==> src/common/pssc_map.svh <==
// register offsets, field positions and reset values of the soft strap block
`ifndef PSSC_MAP_SVH
`define PSSC_MAP_SVH

// register indices; byte address is four times the index
`define PSSC_IDX_ONE 8'h09
`define PSSC_IDX_TWO 8'h0a
`define PSSC_IDX_STATUS 8'h0b
`define PSSC_IDX_NONE 8'hff

// first strap register fields kept by this block
`define PSSC_ONE_CFG_DONE 15
`define PSSC_ONE_FAST_MDIX 6
`define PSSC_ONE_ROBUST_MDIX 5
`define PSSC_ONE_RESET 16'h0000
`define PSSC_ONE_MDIX_RESET 2'h0

// second strap register fields
`define PSSC_TWO_PEER_DROP 15
`define PSSC_TWO_FAST_PD 6
`define PSSC_TWO_RESET 16'h0104

// status register fields
`define PSSC_STAT_CONFIGURED 16

// bus encodings
`define PSSC_HTRANS_NONSEQ_BIT 1
`define PSSC_HRESP_OKAY 1'h0

`endif

==> src/common/pssc_pkg.sv <==
// types shared by the soft strap block files
package pssc_pkg;

    // second strap register layout
    typedef struct packed {
        logic peer_link_drop_on_failure;
        logic rsvd_hi;
        logic [6:0] rsvd_mid;
        logic fast_pd_link_up;
        logic forced_partner_full_duplex_enable;
        logic led_link_full_duplex_only;
        logic half_duplex_output_isolate;
        logic idle_symbol_error_detect;
        logic odd_nibble_check_disable;
        logic rmii_rx_clk_ref;
    } pssc_two_s;

    // link state reported by the transceiver core
    typedef struct packed {
        logic link_up;
        logic speed_100;
        logic ieee_full_duplex;
        logic forced_100;
        logic auto_neg;
        logic partner_forced_100;
        logic idle_state;
        logic rx_symbol_err;
    } pssc_link_s;

    // register write request from the bus slave
    typedef struct packed {
        logic wr;
        logic [7:0] idx;
        logic [31:0] wdata;
    } pssc_req_s;

    // bus slave states
    typedef enum logic [3:0] {
        PSSC_IDLE = 4'b0001,
        PSSC_WRITE = 4'b0010,
        PSSC_RD_WAIT = 4'b0100,
        PSSC_RD_DONE = 4'b1000
    } pssc_bus_e;

endpackage

==> src/design/pssc_top.sv <==
// soft strap control block: strap registers, latch pulse and strap effects
// Operation
// - fields written, config done pulses, straps latched
// - peer link drop disables transmitter when forced
// - fast link-up bit selects parallel detect speed
// - crossover fast or robust forces fast link-up
// - extended duplex forces full duplex when partner forced
// - led link only for full duplex option
// - isolate mii outputs on half duplex 100
// - idle symbol error detect, default on
// - odd nibble check disabled by bit one
// - odd nibble fall extends enable as error
// - rmii receive clock reference select bit zero
`timescale 1ns/1ns
`include "pssc_map.svh"

module pssc_top
    import pssc_pkg::*;
(
    input wire logic hclk,
    input wire logic hresetn,
    input wire logic hsel,
    input wire logic [31:0] haddr,
    input wire logic [1:0] htrans,
    input wire logic hwrite,
    input wire logic [2:0] hsize,
    input wire logic [31:0] hwdata,
    input wire logic hready,
    output logic hreadyout,
    output logic hresp,
    output logic [31:0] hrdata,
    input wire pssc_link_s link,
    input wire logic tx_en_in,
    input wire logic tx_er_in,
    output logic strap_reset_pulse,
    output logic tx_disable,
    output logic fast_pd_link_up,
    output logic duplex_full,
    output logic led_link,
    output logic mii_isolate,
    output logic rx_er_idle,
    output logic rmii_rx_clk_ref,
    output logic tx_en_out,
    output logic tx_er_out
);

    pssc_req_s req;
    logic [7:0] rd_idx;
    logic [31:0] rd_data;
    logic [1:0] mdix_mode;
    logic mdix_fast_any;
    logic configured;
    pssc_two_s strap_two;
    pssc_two_s latched;

    // true when a bus write lands on the given register
    function automatic logic wr_hit(input pssc_req_s r, input logic [7:0] i);
        return r.wr && (r.idx == i);
    endfunction

    ////////////////////////////////////////////////////////////////////////
    // bus front end
    pssc_ahb_slave u_bus (
        .hclk(hclk),
        .hresetn(hresetn),
        .hsel(hsel),
        .haddr(haddr),
        .htrans(htrans),
        .hwrite(hwrite),
        .hsize(hsize),
        .hwdata(hwdata),
        .hready(hready),
        .hreadyout(hreadyout),
        .hresp(hresp),
        .hrdata(hrdata),
        .req(req),
        .rd_idx(rd_idx),
        .rd_data(rd_data)
    );

    ////////////////////////////////////////////////////////////////////////
    // first strap register: crossover mode bits kept here
    always_ff @(posedge hclk or negedge hresetn) begin
        if (!hresetn) begin
            mdix_mode <= `PSSC_ONE_MDIX_RESET;
        end else if (wr_hit(req, `PSSC_IDX_ONE)) begin
            mdix_mode <= req.wdata[`PSSC_ONE_FAST_MDIX:`PSSC_ONE_ROBUST_MDIX];
        end
    end

    assign mdix_fast_any = |mdix_mode;

    always_ff @(posedge hclk or negedge hresetn) begin
        if (!hresetn) begin
            strap_reset_pulse <= 1'b0;
        end else begin
            strap_reset_pulse <= wr_hit(req, `PSSC_IDX_ONE) & req.wdata[`PSSC_ONE_CFG_DONE];
        end
    end

    ////////////////////////////////////////////////////////////////////////
    // second strap register; all bits writable, reserved ones included
    // reserved resets to two
    always_ff @(posedge hclk or negedge hresetn) begin
        if (!hresetn) begin
            strap_two <= `PSSC_TWO_RESET;
        end else begin
            if (wr_hit(req, `PSSC_IDX_TWO)) begin
                strap_two <= req.wdata[15:0];
            end
            // forcing wins over a software write of zero
            if (mdix_fast_any) begin
                strap_two.fast_pd_link_up <= 1'b1;
            end
        end
    end

    // straps latched on pulse
    // the effects only follow the registers after the latch, like real pins
    always_ff @(posedge hclk or negedge hresetn) begin
        if (!hresetn) begin
            latched <= `PSSC_TWO_RESET;
            configured <= 1'b0;
        end else if (strap_reset_pulse) begin
            // forcing latched too
            // the done write may select crossover one cycle before the copy is taken, while strap_two is not yet forced
            latched <= strap_two | {9'h0, mdix_fast_any, 6'h0};
            configured <= 1'b1;
        end
    end

    ////////////////////////////////////////////////////////////////////////
    // read multiplexer; unmapped indices read zero
    always_comb begin
        rd_data = 32'h0;
        unique case (rd_idx)
            `PSSC_IDX_ONE: begin
                rd_data[`PSSC_ONE_FAST_MDIX:`PSSC_ONE_ROBUST_MDIX] = mdix_mode;
            end
            `PSSC_IDX_TWO: begin
                rd_data[15:0] = strap_two;
            end
            `PSSC_IDX_STATUS: begin
                rd_data[15:0] = latched;
                rd_data[`PSSC_STAT_CONFIGURED] = configured;
            end
            default: begin
                rd_data = 32'h0;
            end
        endcase
    end

    ////////////////////////////////////////////////////////////////////////
    // transmitter off on drop
    // only meaningful while forced to 100, so auto-negotiated links ignore it
    always_ff @(posedge hclk or negedge hresetn) begin
        if (!hresetn) begin
            tx_disable <= 1'b0;
        end else begin
            tx_disable <= latched.peer_link_drop_on_failure & link.forced_100 & ~link.link_up;
        end
    end

    always_ff @(posedge hclk or negedge hresetn) begin
        if (!hresetn) begin
            fast_pd_link_up <= 1'b0;
        end else begin
            fast_pd_link_up <= latched.fast_pd_link_up;
        end
    end

    always_ff @(posedge hclk or negedge hresetn) begin
        if (!hresetn) begin
            duplex_full <= 1'b0;
        end else if (latched.forced_partner_full_duplex_enable & link.partner_forced_100 &
                     (link.auto_neg | link.forced_100)) begin
            duplex_full <= 1'b1;
        end else begin
            duplex_full <= link.ieee_full_duplex;
        end
    end

    always_ff @(posedge hclk or negedge hresetn) begin
        if (!hresetn) begin
            led_link <= 1'b0;
        end else begin
            led_link <= link.link_up & (~latched.led_link_full_duplex_only |
                        (link.speed_100 & link.ieee_full_duplex));
        end
    end

    always_ff @(posedge hclk or negedge hresetn) begin
        if (!hresetn) begin
            mii_isolate <= 1'b0;
        end else begin
            mii_isolate <= latched.half_duplex_output_isolate & link.link_up &
                           link.speed_100 & ~link.ieee_full_duplex;
        end
    end

    always_ff @(posedge hclk or negedge hresetn) begin
        if (!hresetn) begin
            rx_er_idle <= 1'b0;
        end else begin
            rx_er_idle <= latched.idle_symbol_error_detect & link.idle_state &
                          link.rx_symbol_err;
        end
    end

    always_ff @(posedge hclk or negedge hresetn) begin
        if (!hresetn) begin
            rmii_rx_clk_ref <= 1'b0;
        end else begin
            rmii_rx_clk_ref <= latched.rmii_rx_clk_ref;
        end
    end

    ////////////////////////////////////////////////////////////////////////
    // transmit odd-nibble handling
    pssc_tx_nibble u_tx (
        .hclk(hclk),
        .hresetn(hresetn),
        .check_disable(latched.odd_nibble_check_disable),
        .tx_en_in(tx_en_in),
        .tx_er_in(tx_er_in),
        .tx_en_out(tx_en_out),
        .tx_er_out(tx_er_out)
    );

    ////////////////////////////////////////////////////////////////////////
    property p_reset_value;
        @(posedge hclk) disable iff (!hresetn)
        $rose(hresetn) |-> strap_two.rsvd_mid == 7'h02 && strap_two.rsvd_hi == 1'b0;
    endproperty
    a_reset_value: assert property (p_reset_value) else $error("bad reset value");

    property p_latch;
        @(posedge hclk) disable iff (!hresetn)
        wr_hit(req, `PSSC_IDX_ONE) && req.wdata[`PSSC_ONE_CFG_DONE]
            |=> strap_reset_pulse ##1 !strap_reset_pulse &&
            latched == $past(strap_two | {9'h0, mdix_fast_any, 6'h0});
    endproperty
    a_latch: assert property (p_latch) else $error("straps not latched");

    property p_peer_drop;
        @(posedge hclk) disable iff (!hresetn)
        latched.peer_link_drop_on_failure && link.forced_100 && !link.link_up |=> tx_disable;
    endproperty
    a_peer_drop: assert property (p_peer_drop) else $error("tx not disabled");

    property p_fast_pd;
        @(posedge hclk) disable iff (!hresetn)
        ##1 fast_pd_link_up == $past(latched.fast_pd_link_up);
    endproperty
    a_fast_pd: assert property (p_fast_pd) else $error("fast link-up mismatch");

    property p_force_fast;
        @(posedge hclk) disable iff (!hresetn)
        mdix_fast_any |=> strap_two.fast_pd_link_up;
    endproperty
    a_force_fast: assert property (p_force_fast) else $error("fast link-up not forced");

    property p_ext_fd;
        @(posedge hclk) disable iff (!hresetn)
        latched.forced_partner_full_duplex_enable && link.partner_forced_100 &&
            link.forced_100 |=> duplex_full;
    endproperty
    a_ext_fd: assert property (p_ext_fd) else $error("full duplex not forced");

    property p_led;
        @(posedge hclk) disable iff (!hresetn)
        latched.led_link_full_duplex_only && !link.ieee_full_duplex |=> !led_link;
    endproperty
    a_led: assert property (p_led) else $error("led lit on half duplex");

    property p_isolate;
        @(posedge hclk) disable iff (!hresetn)
        mii_isolate |-> $past(latched.half_duplex_output_isolate) && $past(link.speed_100);
    endproperty
    a_isolate: assert property (p_isolate) else $error("isolation without cause");

    property p_idle_err;
        @(posedge hclk) disable iff (!hresetn)
        rx_er_idle |-> $past(latched.idle_symbol_error_detect) && $past(link.rx_symbol_err);
    endproperty
    a_idle_err: assert property (p_idle_err) else $error("idle error without cause");

    property p_rmii;
        @(posedge hclk) disable iff (!hresetn)
        strap_reset_pulse |=> ##1 rmii_rx_clk_ref == $past(strap_two.rmii_rx_clk_ref, 2);
    endproperty
    a_rmii: assert property (p_rmii) else $error("rmii clock select wrong");

    c_latch: cover property (@(posedge hclk) disable iff (!hresetn) strap_reset_pulse);
    c_drop: cover property (@(posedge hclk) disable iff (!hresetn) $rose(tx_disable));
    c_isolate: cover property (@(posedge hclk) disable iff (!hresetn) $rose(mii_isolate));

endmodule

==> src/design/pssc_ahb_slave.sv <==
// ahb-lite slave front end for the soft strap registers
`timescale 1ns/1ns
`include "pssc_map.svh"

module pssc_ahb_slave
    import pssc_pkg::*;
(
    input wire logic hclk,
    input wire logic hresetn,
    input wire logic hsel,
    input wire logic [31:0] haddr,
    input wire logic [1:0] htrans,
    input wire logic hwrite,
    input wire logic [2:0] hsize,
    input wire logic [31:0] hwdata,
    input wire logic hready,
    output logic hreadyout,
    output logic hresp,
    output logic [31:0] hrdata,
    output pssc_req_s req,
    output logic [7:0] rd_idx,
    input wire logic [31:0] rd_data
);

    pssc_bus_e state;
    pssc_bus_e next_state;
    logic accept;
    logic [7:0] idx;

    // only word transfers are issued, so hsize is not decoded
    assign accept = hsel & htrans[`PSSC_HTRANS_NONSEQ_BIT] & hready;
    assign hresp = `PSSC_HRESP_OKAY;
    // one wait state on reads so a write just before is already visible
    assign hreadyout = (state != PSSC_RD_WAIT);

    ////////////////////////////////////////////////////////////////////////
    // state sequencing
    always_comb begin
        next_state = PSSC_IDLE;
        if (accept) begin
            next_state = hwrite ? PSSC_WRITE : PSSC_RD_WAIT;
        end else if (state == PSSC_RD_WAIT) begin
            next_state = PSSC_RD_DONE;
        end
    end

    always_ff @(posedge hclk or negedge hresetn) begin
        if (!hresetn) begin
            state <= PSSC_IDLE;
        end else begin
            state <= next_state;
        end
    end

    // address phase capture; upper address bits set mean unmapped
    always_ff @(posedge hclk or negedge hresetn) begin
        if (!hresetn) begin
            idx <= `PSSC_IDX_NONE;
        end else if (accept) begin
            idx <= (haddr[31:10] == 22'h0) ? haddr[9:2] : `PSSC_IDX_NONE;
        end
    end

    // read data loaded in the wait cycle
    always_ff @(posedge hclk or negedge hresetn) begin
        if (!hresetn) begin
            hrdata <= 32'h0;
        end else if (state == PSSC_RD_WAIT) begin
            hrdata <= rd_data;
        end
    end

    // write committed at the end of its data phase
    assign req.wr = (state == PSSC_WRITE);
    assign req.idx = idx;
    assign req.wdata = hwdata;
    assign rd_idx = idx;

    ////////////////////////////////////////////////////////////////////////
    property p_read_wait;
        @(posedge hclk) disable iff (!hresetn)
        accept && !hwrite |=> !hreadyout ##1 hreadyout;
    endproperty
    a_read_wait: assert property (p_read_wait) else $error("read wait state wrong");

    property p_write_pulse;
        @(posedge hclk) disable iff (!hresetn)
        accept && hwrite |=> req.wr && hreadyout;
    endproperty
    a_write_pulse: assert property (p_write_pulse) else $error("write not committed");

endmodule

==> src/design/pssc_tx_nibble.sv <==
// transmit odd-nibble boundary check with enable extension
`timescale 1ns/1ns

module pssc_tx_nibble (
    input wire logic hclk,
    input wire logic hresetn,
    input wire logic check_disable,
    input wire logic tx_en_in,
    input wire logic tx_er_in,
    output logic tx_en_out,
    output logic tx_er_out
);

    logic tx_en_d;
    logic odd_count;
    logic extend;

    // odd_count is high when an odd number of nibbles has passed
    always_ff @(posedge hclk or negedge hresetn) begin
        if (!hresetn) begin
            odd_count <= 1'b0;
            tx_en_d <= 1'b0;
        end else begin
            odd_count <= tx_en_in ? ~odd_count : 1'b0;
            tx_en_d <= tx_en_in;
        end
    end

    assign extend = tx_en_d & ~tx_en_in & odd_count & ~check_disable;

    // extra cycle is marked as an error cycle
    always_ff @(posedge hclk or negedge hresetn) begin
        if (!hresetn) begin
            tx_en_out <= 1'b0;
            tx_er_out <= 1'b0;
        end else begin
            tx_en_out <= tx_en_in | extend;
            tx_er_out <= (tx_er_in & tx_en_in) | extend;
        end
    end

    ////////////////////////////////////////////////////////////////////////
    // odd fall extended
    property p_odd_extend;
        @(posedge hclk) disable iff (!hresetn)
        tx_en_in ##1 !tx_en_in && !check_disable && $past(odd_count, 1) == 1'b0
            |=> tx_en_out && tx_er_out ##1 !tx_en_out;
    endproperty
    a_odd_extend: assert property (p_odd_extend) else $error("odd nibble not extended");

    property p_no_check;
        @(posedge hclk) disable iff (!hresetn)
        check_disable && tx_en_d && !tx_en_in |=> !tx_en_out;
    endproperty
    a_no_check: assert property (p_no_check) else $error("extension while disabled");

    c_extend: cover property (@(posedge hclk) disable iff (!hresetn) extend);

endmodule

==> config.mk <==
export PLATFORM = sky130hd
export DESIGN_NAME = pssc_top
export DESIGN_NICKNAME = d
export VERILOG_FILES = /design/src/common/pssc_pkg.sv /design/src/design/pssc_top.sv /design/src/design/pssc_ahb_slave.sv /design/src/design/pssc_tx_nibble.sv
export VERILOG_INCLUDE_DIRS = /design/src /design/src/common
export SDC_FILE = /design/constraint.sdc
export NUM_CORES = 1
export LEC_CHECK = 0
export ABC_AREA = 1
export ABC_CLOCK_PERIOD_IN_PS = 1370
export CORE_MARGIN = 2
export CORE_UTILIZATION = 41
export CTS_CLUSTER_SIZE = 8
export DETAILED_ROUTE_END_ITERATION = 6
export DONT_BUFFER_PORTS = 1
export HOLD_SLACK_MARGIN = 0.08
export PLACE_DENSITY_LB_ADDON = 0.05
export REMOVE_ABC_BUFFERS = 1
export SLEW_MARGIN = 20
export SYNTH_ARGS = -nofsm -noshare
export SYNTH_HDL_FRONTEND = slang
export SYNTH_SLANG_ARGS = --single-unit
==> constraint.sdc <==
create_clock -name hclk -period 1.37 [get_ports hclk]
set_input_delay 0.137 -clock hclk [delete_from_list [all_inputs] [get_ports hclk]]
set_output_delay 0.137 -clock hclk [all_outputs]
set_load 0.005 [all_outputs]
==> Yosys cells after proc, flatten, opt, wreduce, memory -nomap -nowiden <==
Index checks and enable logic that the tools add are counted.
{ "word_totals": {"reg_bits": 76, "latchBits": 0, "ram_bits": 0, "romBits": 0, "in_bits": 84, "output_inout_bits": 44, "wordCells": 89, "n_memories": 0} }
{ "classes": {"addsub": 0, "multipliers": 0, "div": 0, "n_lt_le_gt_ge": 0, "eq_ne": 6, "shift": 0, "mux": 12, "bitwise": 29, "reduce_logical": 5} }
{ "op_table": {"columns": ["operator", "count"], "rows": [
  ["== test 8 x 4 -> 1 bit, second input constant", 3],
  ["logical NOT 22 bit", 1],
  ["bitwise AND 1 bit", 18],
  ["one-hot mux 9 bit (2 select lines)", 1],
  ["bitwise OR 16 x 7 -> 16 bit", 1],
  ["one-hot mux 5 bit (2 select lines)", 1],
  ["2-to-1 mux 4 bit", 2],
  ["2-to-1 mux 8 bit", 1],
  ["2-to-1 mux 7 bit", 1],
  ["inverter 1 bit", 6],
  ["one-hot mux 2 bit (3 select lines)", 1],
  ["== test 4 x 2 -> 1 bit, second input constant", 1],
  ["== test 4 x 3 -> 1 bit, second input constant", 1],
  ["2-to-1 mux 1 bit", 4],
  ["!= test 4 x 3 -> 1 bit, second input constant", 1],
  ["bitwise OR 1 bit", 4],
  ["2-to-1 mux 3 bit", 1],
  ["logical AND 1 bit", 2],
  ["nonzero test 2 bit", 1],
  ["OR reduction 2 bit", 1]
]} }

==> Depth between registers and ports, before layout <==
{ "depth": {"word_depth": 5, "mapped_depth": 8, "ltp_nobuf": 8} }

==> Cells and area by module <==
From an unflattened synthesis, not the netlist that was laid out.
{ "unflattened": {"hier_cells": 509, "area_unflattened_um2": 4446.8} }
{ "by_module_without_submodules": {"columns": ["mod", "n_inst", "cells_each", "area_each_um2", "seq_area_each_um2"], "rows": [
  ["pssc_ahb_slave", 1, 261, 2269.7, 1112.3],
  ["pssc_top", 1, 235, 2043.2, 1081.0],
  ["pssc_tx_nibble", 1, 13, 133.9, 100.1]
]} }

==> Worst setup path after synthesis <==
OpenSTA, ideal clock, no wires.
{ "synth_timing": {"path_kind": "flip-flop to flip-flop", "startpoint": "reg u_bus.idx[3], in the netlist u_bus.rd_idx[3]", "endpoint": "reg strap_two[7] (netlist bit)", "setup_ns": 0.126, "arrival_ns": 1.250, "required_time_ns": 1.244, "path_slack_ns": -0.006, "stages_incl_launch_ff": 7, "path_buffers": 1, "synth_period_minus_slack_ns": 1.376, "cell_sequence": "dfstp_2 > nand2_2 > nor2_4 > nand2_4 > nor2_8 > buf_8 > o21ai_0"} }
{ "synth_via": {"elab_chain_len": 2} }
{ "synth_rtl": {"columns": ["element", "line_no", "rtl"], "rows": [
  ["from (decl)", "pssc_ahb_slave.sv:28", "logic [7:0] idx;"],
  ["from (signal assigned)", "pssc_ahb_slave.sv:58", "idx <= `PSSC_IDX_NONE;"],
  ["from (signal assigned)", "pssc_ahb_slave.sv:60", "idx <= (haddr[31:10] == 22'h0) ? haddr[9:2] : `PSSC_IDX_NONE;"],
  ["== test 8 x 4 -> 1 bit", "pssc_top.sv:58", "return r.wr && (r.idx == i);"],
  ["logical AND 1 bit", "pssc_top.sv:58", null],
  ["to (signal assigned)", "pssc_top.sv:106", "strap_two <= `PSSC_TWO_RESET;"],
  ["to (signal assigned)", "pssc_top.sv:109", "strap_two <= req.wdata[15:0];"],
  ["to (decl)", "pssc_top.sv:53", "pssc_two_s strap_two;"]
]} }
No other way between the ends.
A chain may end at the register's enable or synchronous reset.

==> Worst setup path after layout <==
{ "layout_timing": {"startpoint": "reg u_bus.idx[1], in the netlist u_bus.rd_idx[1]", "endpoint": "reg strap_two[3] (netlist bit)"} }
The elaborated chain is that of the path after synthesis.

==> summary.md <==
| Metric | Value |
|---|---|
| Clock root cell | clkbuf_8 |
| RSZ-0062 raised after global routing | true |
| Fin nets | 542 |
| Final setup fails | 7 |
| Worst path max stage delay | 550 ps |
| Max VDD drop | 0.000650 V |
| CP Launch Type | flop |
| Slew Viols, Final | 0 |
| Post-Synth Adder-Cell Area | 0% |
| EDFF count, synth | 0 |
| Top delay family on crit path | flip-flops |
| Worst Reg2Reg Path Length in Cells | 7 |
| Leakage power | 2.25 nW |
| Initial cell density of the core | 42.5% |
| Die Height | 96.3 um |
| Crit path required time | 1650 ps |
| Top-area cell type share of the netlist area | 45.1% |
| DR DRC count | 0 |
| Worst Skew | 14.9 ps |
| Ys flop type | dfrtp_1 |
| Wire per inst | 13.1 um |
| CP max FO | 6 |
| Via count | 2,607 |
| Count of different cell masters after synthesis | 29 |
| Placed insts | 512 |
| Gr ovfl total | 0 |
| Finished Cell Area | 0.00434 mm^2 |
| Initial DRC count | 88 |
| Setup_tns | -105 ps |
| Sequential area share after synthesis | 54.9% |
| CTS Buf Count | 9 |
| Clk pin slew, worst setup/hold paths | 90 ps |
| Area contributors post-synth | dfrtp_1, nand2_1, dfstp_2, nor2_1, nand3_1 |
| # port buffers | 0 |
| Yosys top cell by area | dfrtp_1 |
| TritonCTS Sinks | 76 |
| Worst path cell trace | nand2_2, nor2_4, nand2_4, nor2_8, buf_4, nand2_2, o21ai_2 |
| DRT Pass-1 Iters | 5 |
| Clk_lat worst skew | 350 ps |
| Final min period | 1390 ps |
| ANT nets after route | 0 |
| CP Capture Type | flop |
| Initial antenna violation count | 0 |
| FMAX | 718 MHz |
| Die Wd | 96.3 um |
| Fillcell total | 801 |
| Clk buf depth | 2 |
| Routability Congestion | 0.709 |
| First-pass GRT wire length | 11,800 um |
| Simple-gate share of the synthesized area | 28.2% |
| Slowest-stage cell, CP | dfstp_2 |
| Crit path buf inv count | 1 |
| Cell Pwr Density | 1050 mW/mm^2 |
| All-Layer GR Usage | 17.0% |
| Std-Cell Rows | 33 |
| Vias per inst | 4.59 |
| Hold Crit Class | in2async |
| Hold Vio Cnt, Final | 76 |
| Wirelength, routed | 7470 um |
| Syn-to-layout area delta | 24.2% |
| Post-Route Utilization | 52.8% |
| Largest family of logic cells by synthesized area | simple AND/OR/NAND/NOR gates |
| Failing checks | negative hold slack, negative setup slack |
| Multiplexer share of the synthesized area | 0% |
| Pwr Total | 4.55 mW |
| Placed Area | 0.00365 mm^2 |
| Run status | finished, violations left |
| Compound-gate portion of the synthesized area | 6.41% |
| Ys Warns | 0 |
| CTS H-Tree Depth | 3 |
| Die area | 0.00927 mm^2 |
| Mapped Cells | 404 |
| Share of cells above drive strength 1 | 21.0% |
| Worst setup slack after layout | -22.1 ps |
| Most frequent CP cell | nand2_2 |
| Tcrit/Tclk final | 102% |
| Crit path depth | 7 |
| N_diodes | 0 |
| Finished Layout Cells | 568 |
| Syn avg cell area | 8.64 um^2 |
| Io pins | 128 |
| Vias in the first global route | 2,459 |
| Core ar. | 0.00822 mm^2 |
| Pin count of the biggest net entering global routing | 77 |
| CTS tree | done |
| Post-synthesis register bit count | 76 |
| # hold bufs at CTS | 36 |
| Fraction of registers with async set/reset | 100% |
| WP data arrival | 1670 ps |
| Synth Cell Area | 0.00349 mm^2 |
| XOR/XNOR Fraction of Synth Area | 0% |
| Post-DP HPWL | 4770 um |
| Max cap viols | 0 |
| Hold WS | -528 ps |
| CP Class | reg2reg |
-- sequential cells by signal, summed over array words and instances (netlist names) --
name / cells
mii_isolate: 1
latched: 16
fast_pd_link_up: 1
u_bus.state: 4
duplex_full: 1
configured: 1
mdix_mode: 2
led_link: 1
rx_er_idle: 1
u_tx.tx_en_out: 1
u_tx.tx_er_out: 1
tx_disable: 1
u_bus.hrdata: 17
strap_reset_pulse: 1
u_bus.rd_idx: 8
rmii_rx_clk_ref: 1
u_tx.tx_en_d: 1
strap_two: 16
u_tx.odd_count: 1
-- cell usage after synthesis (2+ instances only) --
| cell | instances |
|---|---|
| buf_2 | 5 |
| buf_4 | 16 |
| clkbuf_1 | 5 |
| dfrtp_1 | 63 |
| dfstp_2 | 13 |
| inv_1 | 37 |
| inv_2 | 2 |
| nand2_1 | 113 |
| nand2_2 | 10 |
| nand2_4 | 2 |
| nand3_1 | 31 |
| nand4_1 | 2 |
| nor2_1 | 43 |
| nor2_4 | 2 |
| nor2_8 | 2 |
| o21ai_0 | 22 |
| o21ai_1 | 10 |
| o21ai_2 | 5 |
| or2_2 | 11 |
-- per-stage QoR --
step           hold slack [ps]  setup slack (ps)
2_1_floorplan             -159              -373
3_3_place_gp              -157             -21.1
3_5_place_dp              -157             -32.4
4_1_cts                   -549             -11.1
5_1_grt                   -558             -95.1
6_report                  -528             -22.1
-- what timing repair did --
action                                  CTS  global route
setup buffers                             1             1
gates resized for setup                   5            18
endpoints found under the setup margin   18            25
pin swaps                                 1             4
gates cloned                              1             1
endpoints found under the hold margin   114            76
-- cells by family (layout without fill, tap and decap cells) --
kind of cell | after synthesis | count (layout)
other cells | 1 | 16
buf+inv | 69 | 113
simple gates | 218 | 218
compound gates | 40 | 40
flops | 76 | 76
-- layout make-up --
type / instances / area [um^2] / share of cell area [%]
inverter: 40 / 150 / 3.46
tap: 105 / 131 / 3.03
multi-input combinational: 274 / 1310 / 30.2
timing repair buffer: 57 / 587 / 13.5
clock buffer: 10 / 128 / 2.94
clock inverter: 6 / 113 / 2.60
sequential: 76 / 1920 / 44.2
-- routing by layer --
metal | global-route usage [%] | wire length (um)
met1 | 22.7 | 3500
met5 | 0 | 0
met3 | 3.92 | 365
met4 | 6.69 | 108
met2 | 26.9 | 3490
-- worst reg2reg max path: stages, from the launching register on --
cell and delay (ps):
dfstp_2 550, nand2_2 70, nor2_4 130, nand2_4 90, nor2_8 190, buf_4 200, nand2_2 60, o21ai_2 50
-- path summary, 6_finish.rpt --
path	slack, ps	start	endpoint
setup reg to reg	-20	u_bus.rd_idx[1]$_DFFE_PN1N_	strap_two[3]$_DFFE_PN0P_
hold reg to reg	420	latched[6]$_DFFE_PN0P_	fast_pd_link_up$_DFF_PN0_
min in group hclk	280	htrans[1]	u_bus.state[0]$_DFF_PN1_
setup / recovery	-20	u_bus.rd_idx[1]$_DFFE_PN1N_	strap_two[3]$_DFFE_PN0P_
hold / removal	-530	hresetn	rmii_rx_clk_ref$_DFF_PN0_
max in group asynchronous	1680	hresetn	u_bus.rd_idx[7]$_DFFE_PN1N_
-- cells in the final DEF, fill, tap and decap left out, types with 2 or more instances in the layout --
cell / instances
inv_1: 35
clkinv_4: 2
o21ai_1: 14
buf_4: 14
buf_12: 4
conb_1: 16
nand4_1: 2
nor2_4: 2
nand2_2: 14
or2_2: 11
dfrtp_1: 63
clkbuf_8: 9
bufinv_16: 3
nand3_1: 30
nor2_8: 2
dlygate4sd3_1: 36
nor2_1: 42
nand3_2: 2
nand2_1: 108
nand2_4: 3
o21ai_2: 9
dfstp_2: 13
o21ai_0: 14
inv_2: 4
-- power by group --
group / internal [mW] / total (mW) / leakage [nW] / switching [mW]
Sequential: 2.29 / 2.32 / 0.881 / 0.0263
Combinational: 0.101 / 0.169 / 1.25 / 0.0684
Clock: 1.21 / 2.06 / 0.120 / 0.850
Total: 3.61 / 4.55 / 2.25 / 0.944
Note: power is estimated with default switching activity, not from simulation.
